### src/hw/rsf_map.svh
// offsets, field positions, reset values and timing counts of the sequencer
`ifndef RSF_MAP_SVH
`define RSF_MAP_SVH
`define RSF_CTRL_OFS 8'h00
`define RSF_STAT_OFS 8'h04
`define RSF_SSREF_OFS 8'h08
`define RSF_CTRL_SHDN_BIT 0
`define RSF_CTRL_RST 32'h0000_0000
`define RSF_STAT_PG_BIT 4
`define RSF_STAT_OVL_BIT 5
`define RSF_STAT_OT_BIT 6
`define RSF_STAT_HOLD_BIT 7
`define RSF_START_DLY 384
`define RSF_CH_OC_BLANK 7
`define RSF_HICCUP_SS 3
`define RSF_PG_FILT 3
`define RSF_CLK_NS 5
`define RSF_GATE_OFF_NS 100
`define RSF_GATE_OFF_CYC (`RSF_GATE_OFF_NS / `RSF_CLK_NS)
`endif

### src/hw/rsf_pkg.sv
// types of the regulator start-up and fault sequencer
package rsf_pkg;
    typedef enum logic [2:0] {
        RSF_WAIT_EN = 3'b000,
        RSF_DELAY = 3'b001,
        RSF_SOFT = 3'b010,
        RSF_REG = 3'b011,
        RSF_HICCUP = 3'b100,
        RSF_OV_LATCH = 3'b101
    } rsf_state_type;
endpackage

### src/hw/rsf_sequencer.sv
// start-up, soft-start, power-good and fault sequencer with apb registers
//
// Functional notes
// start soft-start 384 switching cycles after enable, supplies and pll are good
// sink enable hysteresis current only while not yet enabled
// supply loss, shutdown or fault resets soft-start and stops gates within 100ns
// ramp amplitude follows 1.25x feed-forward once enabled
// outside circuit keeps feed-forward above 0.7V before and during switching
// any internal fault pulls the shared enable line low
// outside pull-up limits fault sink to 5mA; never tie enable to supply
// soft-start reference counts up one step per phase clock pulse
// gates wait for first pwm pulse; low side held on first cycle
// output above target below 113%: no switching until target and pwm pulse
// pre-charge 113-120%: hold enable low, low side on 113 off 87
// pre-charge above 120% latches off, no power-up
// power-good only after soft-start; drops on disable or window fault
// power-good drops only after three consecutive window fault cycles
// undervoltage counted after soft-start, not during ov, oc, ot, pll faults
// above 120% from soft-start: latch high side off, low side till 87%
// overvoltage latch clears only on bias supply removal
// enable low and above 113%: low side on until below 87%
// over 150C pull enable low, release below 125C
// share-bus overcurrent compare active from start-up
// channel overcurrent compare waits 7 switching cycles
// share and local nodes source average current plus offset
// overcurrent trip pulls enable low, both gates off
// after overcurrent wait three soft-start intervals then retry
// wait enable, delay, soft-start, regulate; faults return to wait
//
// Implementation choices: the APB register port and the address map.
`timescale 1ns/1ps
`include "rsf_map.svh"

module rsf_sequencer #(
    parameter int SS_STEPS = 1024,
    parameter int CW = 16
) (
    // clock and reset
    input wire logic clk_sys,
    input wire logic reset_n,
    // apb slave
    input wire logic psel,
    input wire logic penable,
    input wire logic pwrite,
    input wire logic [7:0] paddr,
    input wire logic [31:0] pwdata,
    output logic [31:0] prdata,
    output logic pready,
    output logic pslverr,
    // shared enable line, open drain
    input wire logic en_line_in,
    output logic en_line_out,
    output logic en_line_oe,
    // supply, clock and modulator status
    input wire logic bias_por_ok,
    input wire logic pll_locked,
    input wire logic phase_clk_pulse,
    input wire logic pwm_pulse,
    // output monitor comparators
    input wire logic out_above_target,
    input wire logic out_above_113,
    input wire logic out_above_120,
    input wire logic out_below_87,
    input wire logic out_below_uv,
    input wire logic out_in_window,
    // temperature and current comparators
    input wire logic temp_above_150,
    input wire logic temp_below_125,
    input wire logic share_bus_oc,
    input wire logic channel_oc,
    // drives and flags
    output logic high_side_drive,
    output logic low_side_drive,
    output logic power_good_flag,
    output logic en_sink_on,
    output logic ramp_feedforward_on,
    output logic share_source_on,
    output logic [CW-1:0] ss_ref
);
    import rsf_pkg::*;

    localparam int GOFF = `RSF_GATE_OFF_CYC;
    localparam logic [CW-1:0] DLY_LAST = CW'(`RSF_START_DLY - 1);
    localparam logic [CW-1:0] SS_LAST = CW'(SS_STEPS - 1);
    localparam logic [CW-1:0] HIC_LAST = CW'(`RSF_HICCUP_SS * SS_STEPS - 1);

    rsf_state_type state_q, state_d;
    logic [CW-1:0] cnt_q, cnt_d, ss_ref_q;
    logic [2:0] blank_q;
    logic [1:0] flt_cnt_q, flt_cnt_d;
    logic shdn_q, ot_q, prechg_q, lo_clamp_q, ov_ls_q;
    logic boot_done_q, sw_ok_q, hs_q, ls_q, pg_q, oe_q;
    logic sink_q, ramp_q, share_q, pready_q, pslverr_q;
    logic [31:0] prdata_q;
    logic en_ok, active, oc_trip, stop, flt, fault_pull;

    // ------------------------------------------------------------
    // fault terms
    // ------------------------------------------------------------
    assign en_ok = en_line_in & bias_por_ok & pll_locked & ~shdn_q;
    assign active = (state_q == RSF_SOFT) || (state_q == RSF_REG);
    // share compare live; R21: channel compare after blanking
    assign oc_trip = active & (share_bus_oc | (channel_oc & (blank_q == 3'(`RSF_CH_OC_BLANK))));
    // shutdown and faults stop the gates
    assign stop = ~en_ok | oc_trip | out_above_120;
    // uv ignored while ov, oc, ot or pll faults stand
    assign flt = ~out_in_window
        | (out_below_uv & ~(out_above_113 | oc_trip | ot_q | ~pll_locked));
    // faults pull the shared line
    assign fault_pull = ot_q | prechg_q | oc_trip | (state_d == RSF_HICCUP)
        | (state_d == RSF_OV_LATCH);

    // ------------------------------------------------------------
    // sequencer
    // ------------------------------------------------------------
    // wait, delay, soft-start, regulate
    always_comb begin
        state_d = state_q;
        cnt_d = cnt_q;
        case (state_q)
            RSF_WAIT_EN: begin
                cnt_d = '0;
                // pre-charge over 120% latches
                if (out_above_120 && bias_por_ok) begin
                    state_d = RSF_OV_LATCH;
                end else if (en_ok && !prechg_q) begin
                    state_d = RSF_DELAY;
                end
            end
            RSF_DELAY: begin
                if (out_above_120) begin
                    state_d = RSF_OV_LATCH;
                end else if (!en_ok) begin
                    state_d = RSF_WAIT_EN;
                end else if (phase_clk_pulse) begin
                    // 384 switching cycles before soft-start
                    if (cnt_q == DLY_LAST) begin
                        state_d = RSF_SOFT;
                        cnt_d = '0;
                    end else begin
                        cnt_d = cnt_q + 1'b1;
                    end
                end
            end
            RSF_SOFT, RSF_REG: begin
                // overvoltage latch from soft-start on
                if (out_above_120) begin
                    state_d = RSF_OV_LATCH;
                // overcurrent enters hiccup
                end else if (oc_trip) begin
                    state_d = RSF_HICCUP;
                    cnt_d = '0;
                end else if (!en_ok) begin
                    state_d = RSF_WAIT_EN;
                end else if (state_q == RSF_SOFT && phase_clk_pulse && ss_ref_q == SS_LAST) begin
                    state_d = RSF_REG;
                end
            end
            RSF_HICCUP: begin
                // three soft-start intervals, then retry
                if (!bias_por_ok) begin
                    state_d = RSF_WAIT_EN;
                end else if (phase_clk_pulse) begin
                    if (cnt_q == HIC_LAST) begin
                        state_d = RSF_WAIT_EN;
                    end else begin
                        cnt_d = cnt_q + 1'b1;
                    end
                end
            end
            RSF_OV_LATCH: begin
                // only bias removal releases the latch
                if (!bias_por_ok) begin
                    state_d = RSF_WAIT_EN;
                end
            end
            default: begin
                state_d = RSF_WAIT_EN;
            end
        endcase
    end

    always_ff @(posedge clk_sys or negedge reset_n) begin
        if (!reset_n) begin
            state_q <= RSF_WAIT_EN;
            cnt_q <= '0;
        end else begin
            state_q <= state_d;
            cnt_q <= cnt_d;
        end
    end

    // soft-start reference, one step per phase pulse
    always_ff @(posedge clk_sys or negedge reset_n) begin
        if (!reset_n) begin
            ss_ref_q <= '0;
        end else if (state_d != RSF_SOFT && state_d != RSF_REG) begin
            ss_ref_q <= '0;
        end else if (state_q == RSF_SOFT && state_d == RSF_SOFT && phase_clk_pulse) begin
            ss_ref_q <= ss_ref_q + 1'b1;
        end
    end

    // channel compare blanking in switching cycles
    always_ff @(posedge clk_sys or negedge reset_n) begin
        if (!reset_n) begin
            blank_q <= '0;
        end else if (!active) begin
            blank_q <= '0;
        end else if (phase_clk_pulse && blank_q != 3'(`RSF_CH_OC_BLANK)) begin
            blank_q <= blank_q + 1'b1;
        end
    end

    // ------------------------------------------------------------
    // protection flags
    // ------------------------------------------------------------
    always_ff @(posedge clk_sys or negedge reset_n) begin
        if (!reset_n) begin
            ot_q <= 1'b0;
            prechg_q <= 1'b0;
            lo_clamp_q <= 1'b0;
            ov_ls_q <= 1'b0;
        end else begin
            // temperature hysteresis
            if (temp_above_150) begin
                ot_q <= 1'b1;
            end else if (temp_below_125) begin
                ot_q <= 1'b0;
            end
            // pre-charge hold before switching
            if ((state_q == RSF_WAIT_EN || state_q == RSF_DELAY)
                && out_above_113 && !out_above_120) begin
                prechg_q <= 1'b1;
            end else if (out_below_87 || state_q == RSF_OV_LATCH) begin
                prechg_q <= 1'b0;
            end
            // low-side clamp set while enable low above 113%, held until below 87%
            if (!en_line_in && out_above_113) begin
                lo_clamp_q <= 1'b1;
            end else if (out_below_87) begin
                lo_clamp_q <= 1'b0;
            end
            // low side on at trip, off for good below 87%
            if (state_q != RSF_OV_LATCH && state_d == RSF_OV_LATCH) begin
                ov_ls_q <= 1'b1;
            end else if (out_below_87 || !bias_por_ok) begin
                ov_ls_q <= 1'b0;
            end
        end
    end

    // ------------------------------------------------------------
    // gate drives
    // ------------------------------------------------------------
    always_ff @(posedge clk_sys or negedge reset_n) begin
        if (!reset_n) begin
            boot_done_q <= 1'b0;
            sw_ok_q <= 1'b0;
            hs_q <= 1'b0;
            ls_q <= 1'b0;
        end else begin
            if (state_q != RSF_SOFT && state_q != RSF_REG) begin
                boot_done_q <= 1'b0;
                sw_ok_q <= 1'b0;
            end else begin
                // bootstrap charge over first cycle
                if (phase_clk_pulse) begin
                    boot_done_q <= 1'b1;
                end
                // wait for target and a pwm pulse
                if (boot_done_q && pwm_pulse && !out_above_target) begin
                    sw_ok_q <= 1'b1;
                end
            end
            // stop both gates at once
            if (!bias_por_ok) begin
                hs_q <= 1'b0;
                ls_q <= 1'b0;
            end else if (state_d == RSF_OV_LATCH) begin
                hs_q <= 1'b0;
                ls_q <= (state_q != RSF_OV_LATCH) || (ov_ls_q && !out_below_87);
            end else if (stop || !active) begin
                hs_q <= 1'b0;
                // clamp low side once line is low above 113%, until below 87%
                ls_q <= (lo_clamp_q || (!en_line_in && out_above_113)) && !out_below_87;
            end else if (!boot_done_q) begin
                hs_q <= 1'b0;
                ls_q <= 1'b1;
            end else if (sw_ok_q) begin
                hs_q <= pwm_pulse;
                ls_q <= !pwm_pulse;
            end else begin
                hs_q <= 1'b0;
                ls_q <= 1'b0;
            end
        end
    end

    // ------------------------------------------------------------
    // power-good and pin flags
    // ------------------------------------------------------------
    // three consecutive fault cycles
    always_comb begin
        flt_cnt_d = 2'd0;
        if (state_d == RSF_REG && flt) begin
            flt_cnt_d = (flt_cnt_q == 2'(`RSF_PG_FILT)) ? flt_cnt_q : flt_cnt_q + 1'b1;
        end
    end

    always_ff @(posedge clk_sys or negedge reset_n) begin
        if (!reset_n) begin
            flt_cnt_q <= '0;
            pg_q <= 1'b0;
            oe_q <= 1'b0;
            sink_q <= 1'b0;
            ramp_q <= 1'b0;
            share_q <= 1'b0;
        end else begin
            flt_cnt_q <= flt_cnt_d;
            // only in regulation, dropped by filtered fault
            pg_q <= (state_d == RSF_REG) && (flt_cnt_d != 2'(`RSF_PG_FILT));
            // pull shared line on internal fault
            oe_q <= fault_pull;
            // hysteresis sink until enabled
            sink_q <= (state_d == RSF_WAIT_EN);
            // feed-forward ramp scaling once enabled
            ramp_q <= (state_d == RSF_DELAY) || (state_d == RSF_SOFT) || (state_d == RSF_REG);
            // current copies while biased
            share_q <= bias_por_ok;
        end
    end

    // ------------------------------------------------------------
    // apb registers
    // ------------------------------------------------------------
    always_ff @(posedge clk_sys or negedge reset_n) begin
        if (!reset_n) begin
            shdn_q <= 1'(`RSF_CTRL_RST >> `RSF_CTRL_SHDN_BIT);
            pready_q <= 1'b0;
            pslverr_q <= 1'b0;
            prdata_q <= '0;
        end else begin
            pready_q <= psel && !penable;
            if (psel && !penable) begin
                pslverr_q <= !(paddr == `RSF_CTRL_OFS || paddr == `RSF_STAT_OFS
                    || paddr == `RSF_SSREF_OFS);
                prdata_q <= '0;
                if (!pwrite) begin
                    case (paddr)
                        `RSF_CTRL_OFS: prdata_q[`RSF_CTRL_SHDN_BIT] <= shdn_q;
                        `RSF_STAT_OFS: begin
                            prdata_q[2:0] <= state_q;
                            prdata_q[`RSF_STAT_PG_BIT] <= pg_q;
                            prdata_q[`RSF_STAT_OVL_BIT] <= (state_q == RSF_OV_LATCH);
                            prdata_q[`RSF_STAT_OT_BIT] <= ot_q;
                            prdata_q[`RSF_STAT_HOLD_BIT] <= prechg_q;
                        end
                        `RSF_SSREF_OFS: prdata_q[CW-1:0] <= ss_ref_q;
                        default: prdata_q <= '0;
                    endcase
                end
            end
            if (psel && penable && pready_q && pwrite && paddr == `RSF_CTRL_OFS) begin
                shdn_q <= pwdata[`RSF_CTRL_SHDN_BIT];
            end
        end
    end

    assign prdata = prdata_q;
    assign pready = pready_q;
    assign pslverr = pslverr_q;
    assign en_line_out = 1'b0;
    assign en_line_oe = oe_q;
    assign high_side_drive = hs_q;
    assign low_side_drive = ls_q;
    assign power_good_flag = pg_q;
    assign en_sink_on = sink_q;
    assign ramp_feedforward_on = ramp_q;
    assign share_source_on = share_q;
    assign ss_ref = ss_ref_q;
endmodule // rsf_sequencer

### config.mk
export PLATFORM = sky130hd
export DESIGN_NAME = rsf_sequencer
export DESIGN_NICKNAME = d
export VERILOG_FILES = /design/src/hw/rsf_pkg.sv /design/src/hw/rsf_sequencer.sv
export VERILOG_INCLUDE_DIRS = /design/src /design/src/hw
export SDC_FILE = /design/constraint.sdc
export NUM_CORES = 1
export LEC_CHECK = 0
export BUFFER_PORTS_ARGS = -buffer_cell sky130_fd_sc_hd__buf_4
export CORE_ASPECT_RATIO = 1.1
export CORE_MARGIN = 1.5
export CORE_UTILIZATION = 47
export CTS_CLUSTER_SIZE = 25
export DETAILED_ROUTE_END_ITERATION = 12
export GPL_ROUTABILITY_DRIVEN = 0
export GPL_TIMING_DRIVEN = 0
export HOLD_SLACK_MARGIN = 0.15
export PLACE_DENSITY = 0.77
export SYNTH_ARGS = -nofsm -noshare
export SYNTH_HDL_FRONTEND = slang
export SYNTH_SLANG_ARGS = --single-unit
### constraint.sdc
create_clock -name clk_sys -period 2.22 [get_ports clk_sys]
set_input_delay 0.444 -clock clk_sys [delete_from_list [all_inputs] [get_ports clk_sys]]
set_output_delay 0.444 -clock clk_sys [all_outputs]
set_load 0.01 [all_outputs]
### Word-level counts from Yosys, hierarchy flattened

Index checks and enable logic that the tools add are counted.

| storage, ports and cells | value |
|---|---|
| word-level logic and storage cells | 198 |
| flip-flop bits (word level) | 88 |
| input port bits | 60 |

| operators by class | value |
|---|---|
| add/subtract/negate cells | 4 |
| eq/ne operators | 33 |
| muxes and demuxes | 59 |
| bitwise gates (word level) | 22 |
| reduce and logical (&&, ||, !) cells | 58 |

Operator list:

| operator | count |
|---|---|
| 2-to-1 mux 16 bit | 12 |
| one-hot mux 16 bit (4 select lines) | 1 |
| 2-to-1 mux 3 bit | 16 |
| adder 16 x 1 -> 16 bit, second input constant | 2 |
| logical AND 1 bit | 24 |
| 2-to-1 mux 1 bit | 23 |
| != test 2 bit, second input constant | 9 |
| equality test 16 x 10 -> 1 bit, second input constant | 1 |
| equality test 16 x 12 -> 1 bit, second input constant | 1 |
| equality test 16 x 9 -> 1 bit, second input constant | 1 |
| equality test 3 bit, second input constant | 5 |
| one-hot mux 3 bit (5 select lines) | 1 |
| nonzero test 2 bit | 7 |
| equality test 3 x 2 -> 1 bit, second input constant | 4 |
| != test 3 x 2 -> 1 bit, second input constant | 4 |
| logical OR 1 bit | 11 |
| bitwise OR 1 bit | 11 |
| zero test 1 bit | 10 |
| AND reduction 9 bit | 1 |
| equality test 8 x 3 -> 1 bit, second input constant | 1 |
| equality test 8 x 4 -> 1 bit, second input constant | 1 |
| zero test 8 bit | 1 |
| 2-to-1 mux 8 bit | 1 |
| one-hot mux 4 bit (2 select lines) | 1 |
| other kinds (14) | 27 |

### Depth between registers and ports, before layout

| logic depth | value |
|---|---|
| word-level depth | 14 |
| gate-level depth with buffers | 8 |
| gate-level depth less buffers | 8 |

### Least setup slack after synthesis

Ideal clock, no wire load.

| path | value |
|---|---|
| kind | reg-to-reg |
| from | register cnt_q[0] |
| to | register cnt_q[14] |
| stages on the path, launching flop included | 9 |
| setup slack | -0.012 ns |
| period minus slack after synthesis | 2.232 ns |
| arrival | 2.122 ns |
| cell sequence | dfrtp_1 > ha_1 > and4bb_1 > nor4b_4 > a31o_1 > a211o_1 > or2_1 > buf_6 > o41ai_1 |

| between the ends | value |
|---|---|
| word-level cells in the longest chain between the ends | 6 |
| elaborated cells on any way between the ends | 13 |
| those cells by class | add/sub (1); eq/ne (3); mux (8); reduce/logical (1) |

Ends and longest elaborated chain:

| what | RTL line | text |
|---|---|---|
| from (decl) | rsf_sequencer.sv:88 | `logic [CW-1:0] cnt_q, cnt_d, ss_ref_q;` |
| from (signal assigned) | rsf_sequencer.sv:189 | `cnt_q <= cnt_d;` |
| adder 16 x 1 -> 16 bit / equality test 16 x 9 -> 1 bit (equally long branches) | rsf_sequencer.sv:141, rsf_sequencer.sv:167, rsf_sequencer.sv:137 |  |
| 2-to-1 mux 16 bit | rsf_sequencer.sv:137 | `if (cnt_q == DLY_LAST) begin` |
| 2-to-1 mux 16 bit | rsf_sequencer.sv:135 | `end else if (phase_clk_pulse) begin` |
| 2-to-1 mux 16 bit | rsf_sequencer.sv:133 | `end else if (!en_ok) begin` |
| 2-to-1 mux 16 bit | rsf_sequencer.sv:131 | `if (out_above_120) begin` |
| one-hot mux 16 bit (4 select lines) | rsf_sequencer.sv:120 | `case (state_q)` |

Several ways; a longest one is shown, not always the timed one. The select of a mux whose other input is x is not followed.
A chain may end at the register's enable or synchronous reset.

### Worst setup path in the final report

| path | value |
|---|---|
| from | register blank_q[1] |
| to | register ss_ref_q[8], in the netlist ss_ref[8] |

| between the ends | value |
|---|---|
| word-level cells in the longest chain between the ends | 11 |
| elaborated cells on any way between the ends | 15 |
| those cells by class | eq/ne (4); mux (4); bitwise (3); reduce/logical (4) |

Ends and longest elaborated chain:

| what | RTL line | text |
|---|---|---|
| from (decl) | rsf_sequencer.sv:89 | `logic [2:0] blank_q;` |
| from (signal assigned) | rsf_sequencer.sv:211 | `blank_q <= blank_q + 1'b1;` |
| equality test 3 bit * | rsf_sequencer.sv:103 | `` assign oc_trip = active & (share_bus_oc \| (channel_oc & (blank_q == 3'(`RSF_CH_OC_BLANK)))); `` |
| AND 1 bit * | rsf_sequencer.sv:103 |  |
| bitwise OR 1 bit * | rsf_sequencer.sv:103 |  |
| AND 1 bit * | rsf_sequencer.sv:103 |  |
| 2-to-1 mux 3 bit * | rsf_sequencer.sv:150 | `end else if (oc_trip) begin` |
| 2-to-1 mux 3 bit * | rsf_sequencer.sv:147 | `if (out_above_120) begin` |
| one-hot mux 3 bit (5 select lines) * | rsf_sequencer.sv:120 |  |
| equality test 3 x 2 -> 1 bit | rsf_sequencer.sv:199 | `end else if (state_q == RSF_SOFT && state_d == RSF_SOFT && phase_clk_pulse) begin` |
| logical AND 1 bit (2 in series) | rsf_sequencer.sv:199 |  |
| nonzero test 2 bit (no line) | - |  |
| to (signal assigned) | rsf_sequencer.sv:200 | `ss_ref_q <= ss_ref_q + 1'b1;` |
| to (decl) | rsf_sequencer.sv:88 |  |

Every way passes the cells marked *; elsewhere a longest branch is shown, timed or not.

==> metrics <==
status finished, violations left; failing checks negative setup slack; vias in the first global route 3434; Max Slew Vio Count 0; max_cap viols 0; sw frac 31.6%; antenna diode count 0; sequential power share 41.0%; placement row count 34; Synth Cell Area 3880 µm²; Clk pin slew, worst setup/hold paths 0.07 ns; synth cell count leaders dfrtp_1, nand2_1, nor2_1; starting DRC count in detailed routing 312; fraction of the cycle the final worst path needs 101%; clock share of power 29.7%; layout cells sized above 1 31.3%; Num Clock Sinks 72; Via Count 3673; CP peak stage delay 0.40 ns; Critical-path top delay cell dfrtp_1; Die Span Y 98.3 µm; Post-synth top flop dfrtp_1; Logic pwr share 29.3%; core area 7960 µm²; fmax 447 MHz; Synth area leader dfrtp_1; switching pwr 1.21 mW; Syn Area/Cell 9.44 µm²; top-count cell post-synth dfrtp_1; Clock H-tree levels 3; worst setup margin -0.0154 ns; Seq/Total Area, Yosys 46.4%; CTS Buf Count 9; Setup-failing EPs final 2; die area 8810 µm²; I/O pin count 118; Setup TNS -0.0223 ns; GRT Total Usage 23.2%; Worst EP required 2.50 ns; first-pass GRT wire length 15800 µm; Layout area overhead 35.6%; Cells after Synth 411; Cell Pwr Density 728 nW/µm²; type of origin of the critical path flop; area share of the largest cell type after synthesis 46.4%; Slew @ Worst Pin 0.911 ns; Slew headroom 39.3%; DP Wirelength 6900 µm; Lkg Pwr 2.33 nW; library cells used by synthesis 57; finished layout cell area 5260 µm²; fillcell total 606; post-place instance area 4590 µm²; Worst Hold Class in -> async; routed vias/inst 5.76; RSZ-0062 raised after global routing true; multi-input logic area 2160 µm²; Chip Width 89.6 µm; crit path max fanout 4; Clock Latency Late Sink 0.35 ns; endpoint type of the worst setup path flop; Hold Fails Final Rpt 0; Final ANT Viol Nets 0; Int Pwr 2.62 mW; Initial DRT Pass Iterations 6; final net count 589; FFs w/ async S/R, synth 100%; Yosys warnings 0; crit-path cells ha_2, ha_2, a21o_4, nor4_4, and3_4, o21ai_4, or3_1, a21oi_2; port buffer count 68; total grt overflow 0; most frequent CP cell ha_2; WL per Instance 16.1 µm; Tmin final 2.24 ns; Clock Skew 0.00635 ns; root buf cell clkbuf_8; Total Wirelength 10300 µm; EDFF count, synth 0; area taken by flip-flops and latches 1800 µm²; remaining routing DRC violations 0; Hold Buf Count CTS 0; Initial Util 48.8%; initial antenna violation count 0; CP Class reg -> reg; largest cells by area after synthesis dfrtp_1, a22o_1, nand2_1; Peak VDD IR 562 µV; TritonCTS clock tree done; pin count of the biggest net entering global routing 73; Yosys reg bits 72; WP data arrival 2.52 ns; clock buffer depth 2
-- layout make-up --
class                      count  share of cell area (%)
buffer                        34                    4.16
clock buffer                  13                    2.83
clock inverter                 3                    1.24
inverter                      12                   0.856
multi-input combinational    307                    41.0
sequential                    72                    34.2
tap                          108                    2.57
timing repair buffer          89                    13.1
-- routing by layer --
metal,vias up,part of all wire (%),GRT usage [%]
li1,1704,-,-
met5,-,0,0
met2,140,54,40.1
met4,0,2.4,9.94
met3,24,4.8,4.65
met1,1805,39,27.4
-- power groups by stage --
| stage | combinational (mW) | clock (mW) | sequential, mW |
|---|---|---|---|
| after floorplan | 0.536 | 0 | 1.54 |
| after global placement | 0.761 | 0 | 1.54 |
| after detailed placement | 0.793 | 0 | 1.56 |
| after CTS | 0.866 | 1.15 | 1.53 |
| after global routing | 1.21 | 1.22 | 1.59 |
| final | 1.12 | 1.14 | 1.57 |
-- registers in the layout (all words and copies together) (netlist names), 2 cells and up --
register	flops
state_q	3
flt_cnt_q	2
ss_ref	16
blank_q	3
cnt_q	16
prdata	16
-- what timing repair did --
item | in CTS | in global routing
gates cloned | 0 | 2
resized for setup | 18 | 50
setup endpoints to repair | 38 | 38
setup buffers | 4 | 15
hold endpoints to repair | 0 | 0
pin swaps | 5 | 25
-- placed cells by master, fill, tap and decap left out, types with 5 or more instances in the layout --
cell type and count:
nand2_1 37, buf_4 104, and3_1 5, nor2_1 34
dfrtp_1 72, mux2i_1 5, nand4_1 11, a21oi_1 16
nor3_1 12, or3_1 6, inv_1 11, clkbuf_1 12
nand3_1 13, o21ai_0 22, a22o_1 17, clkbuf_8 10
conb_1 17, nand2b_1 5, nor2b_1 8, a22oi_1 6
xnor2_1 6
-- per-stage QoR --
step | util (%) | worst slack, ns | instances | hold WS, ns | total power, mW
floorplan | - | 0.0301 | 427 | 0.148 | 2.07
CTS | 61.8 | -0.00780 | 622 | 0.200 | 3.55
global route | 66.2 | -0.0710 | 638 | 0.194 | 4.01
detailed placement | 57.7 | -0.284 | 603 | 0.440 | 2.35
finish | 66.2 | -0.0154 | 638 | 0.208 | 3.83
global placement | 57.7 | -0.241 | 603 | 0.430 | 2.30
-- worst paths after layout --
check	start	to	slack, ns	cells past startpoint
setup / recovery	blank_q[1]	ss_ref[8]	-0.02	8
hold / removal	reset_n	prdata[14]	0.21	1
setup reg to reg	blank_q[1]	ss_ref[8]	-0.02	8
hold reg to reg	flt_cnt_q[0]	flt_cnt_q[0]	0.45	1
max in group asynchronous	reset_n	ramp_feedforward_on	1.41	1
min in group clk_sys	bias_por_ok	share_source_on	0.21	1
-- critical path, delay by kind of cell, from the launching register on --
kind,cells,cell delay [ns]
compound gates,3,0.44
fa+ha+maj,2,0.37
flops,1,0.40
simple gates,3,0.96
-- cells by family (layout without fill, tap and decap cells) --
group                      count (synthesis)  after routing  share of synthesized area, %
DFF                                       72             72                          46.4
muxes                                      6              6                          1.58
and+or+nand+nor                          163            163                          23.0
AOI/OAI and AO/OA                        107            107                          18.7
xor gates and xnor gates                  10             10                          2.26
adders and majority gates                  4              4                          1.29
buffers and inverters                     48            151                          6.61
other                                      1             17                        0.0967
(Power assumes the default switching activity.)
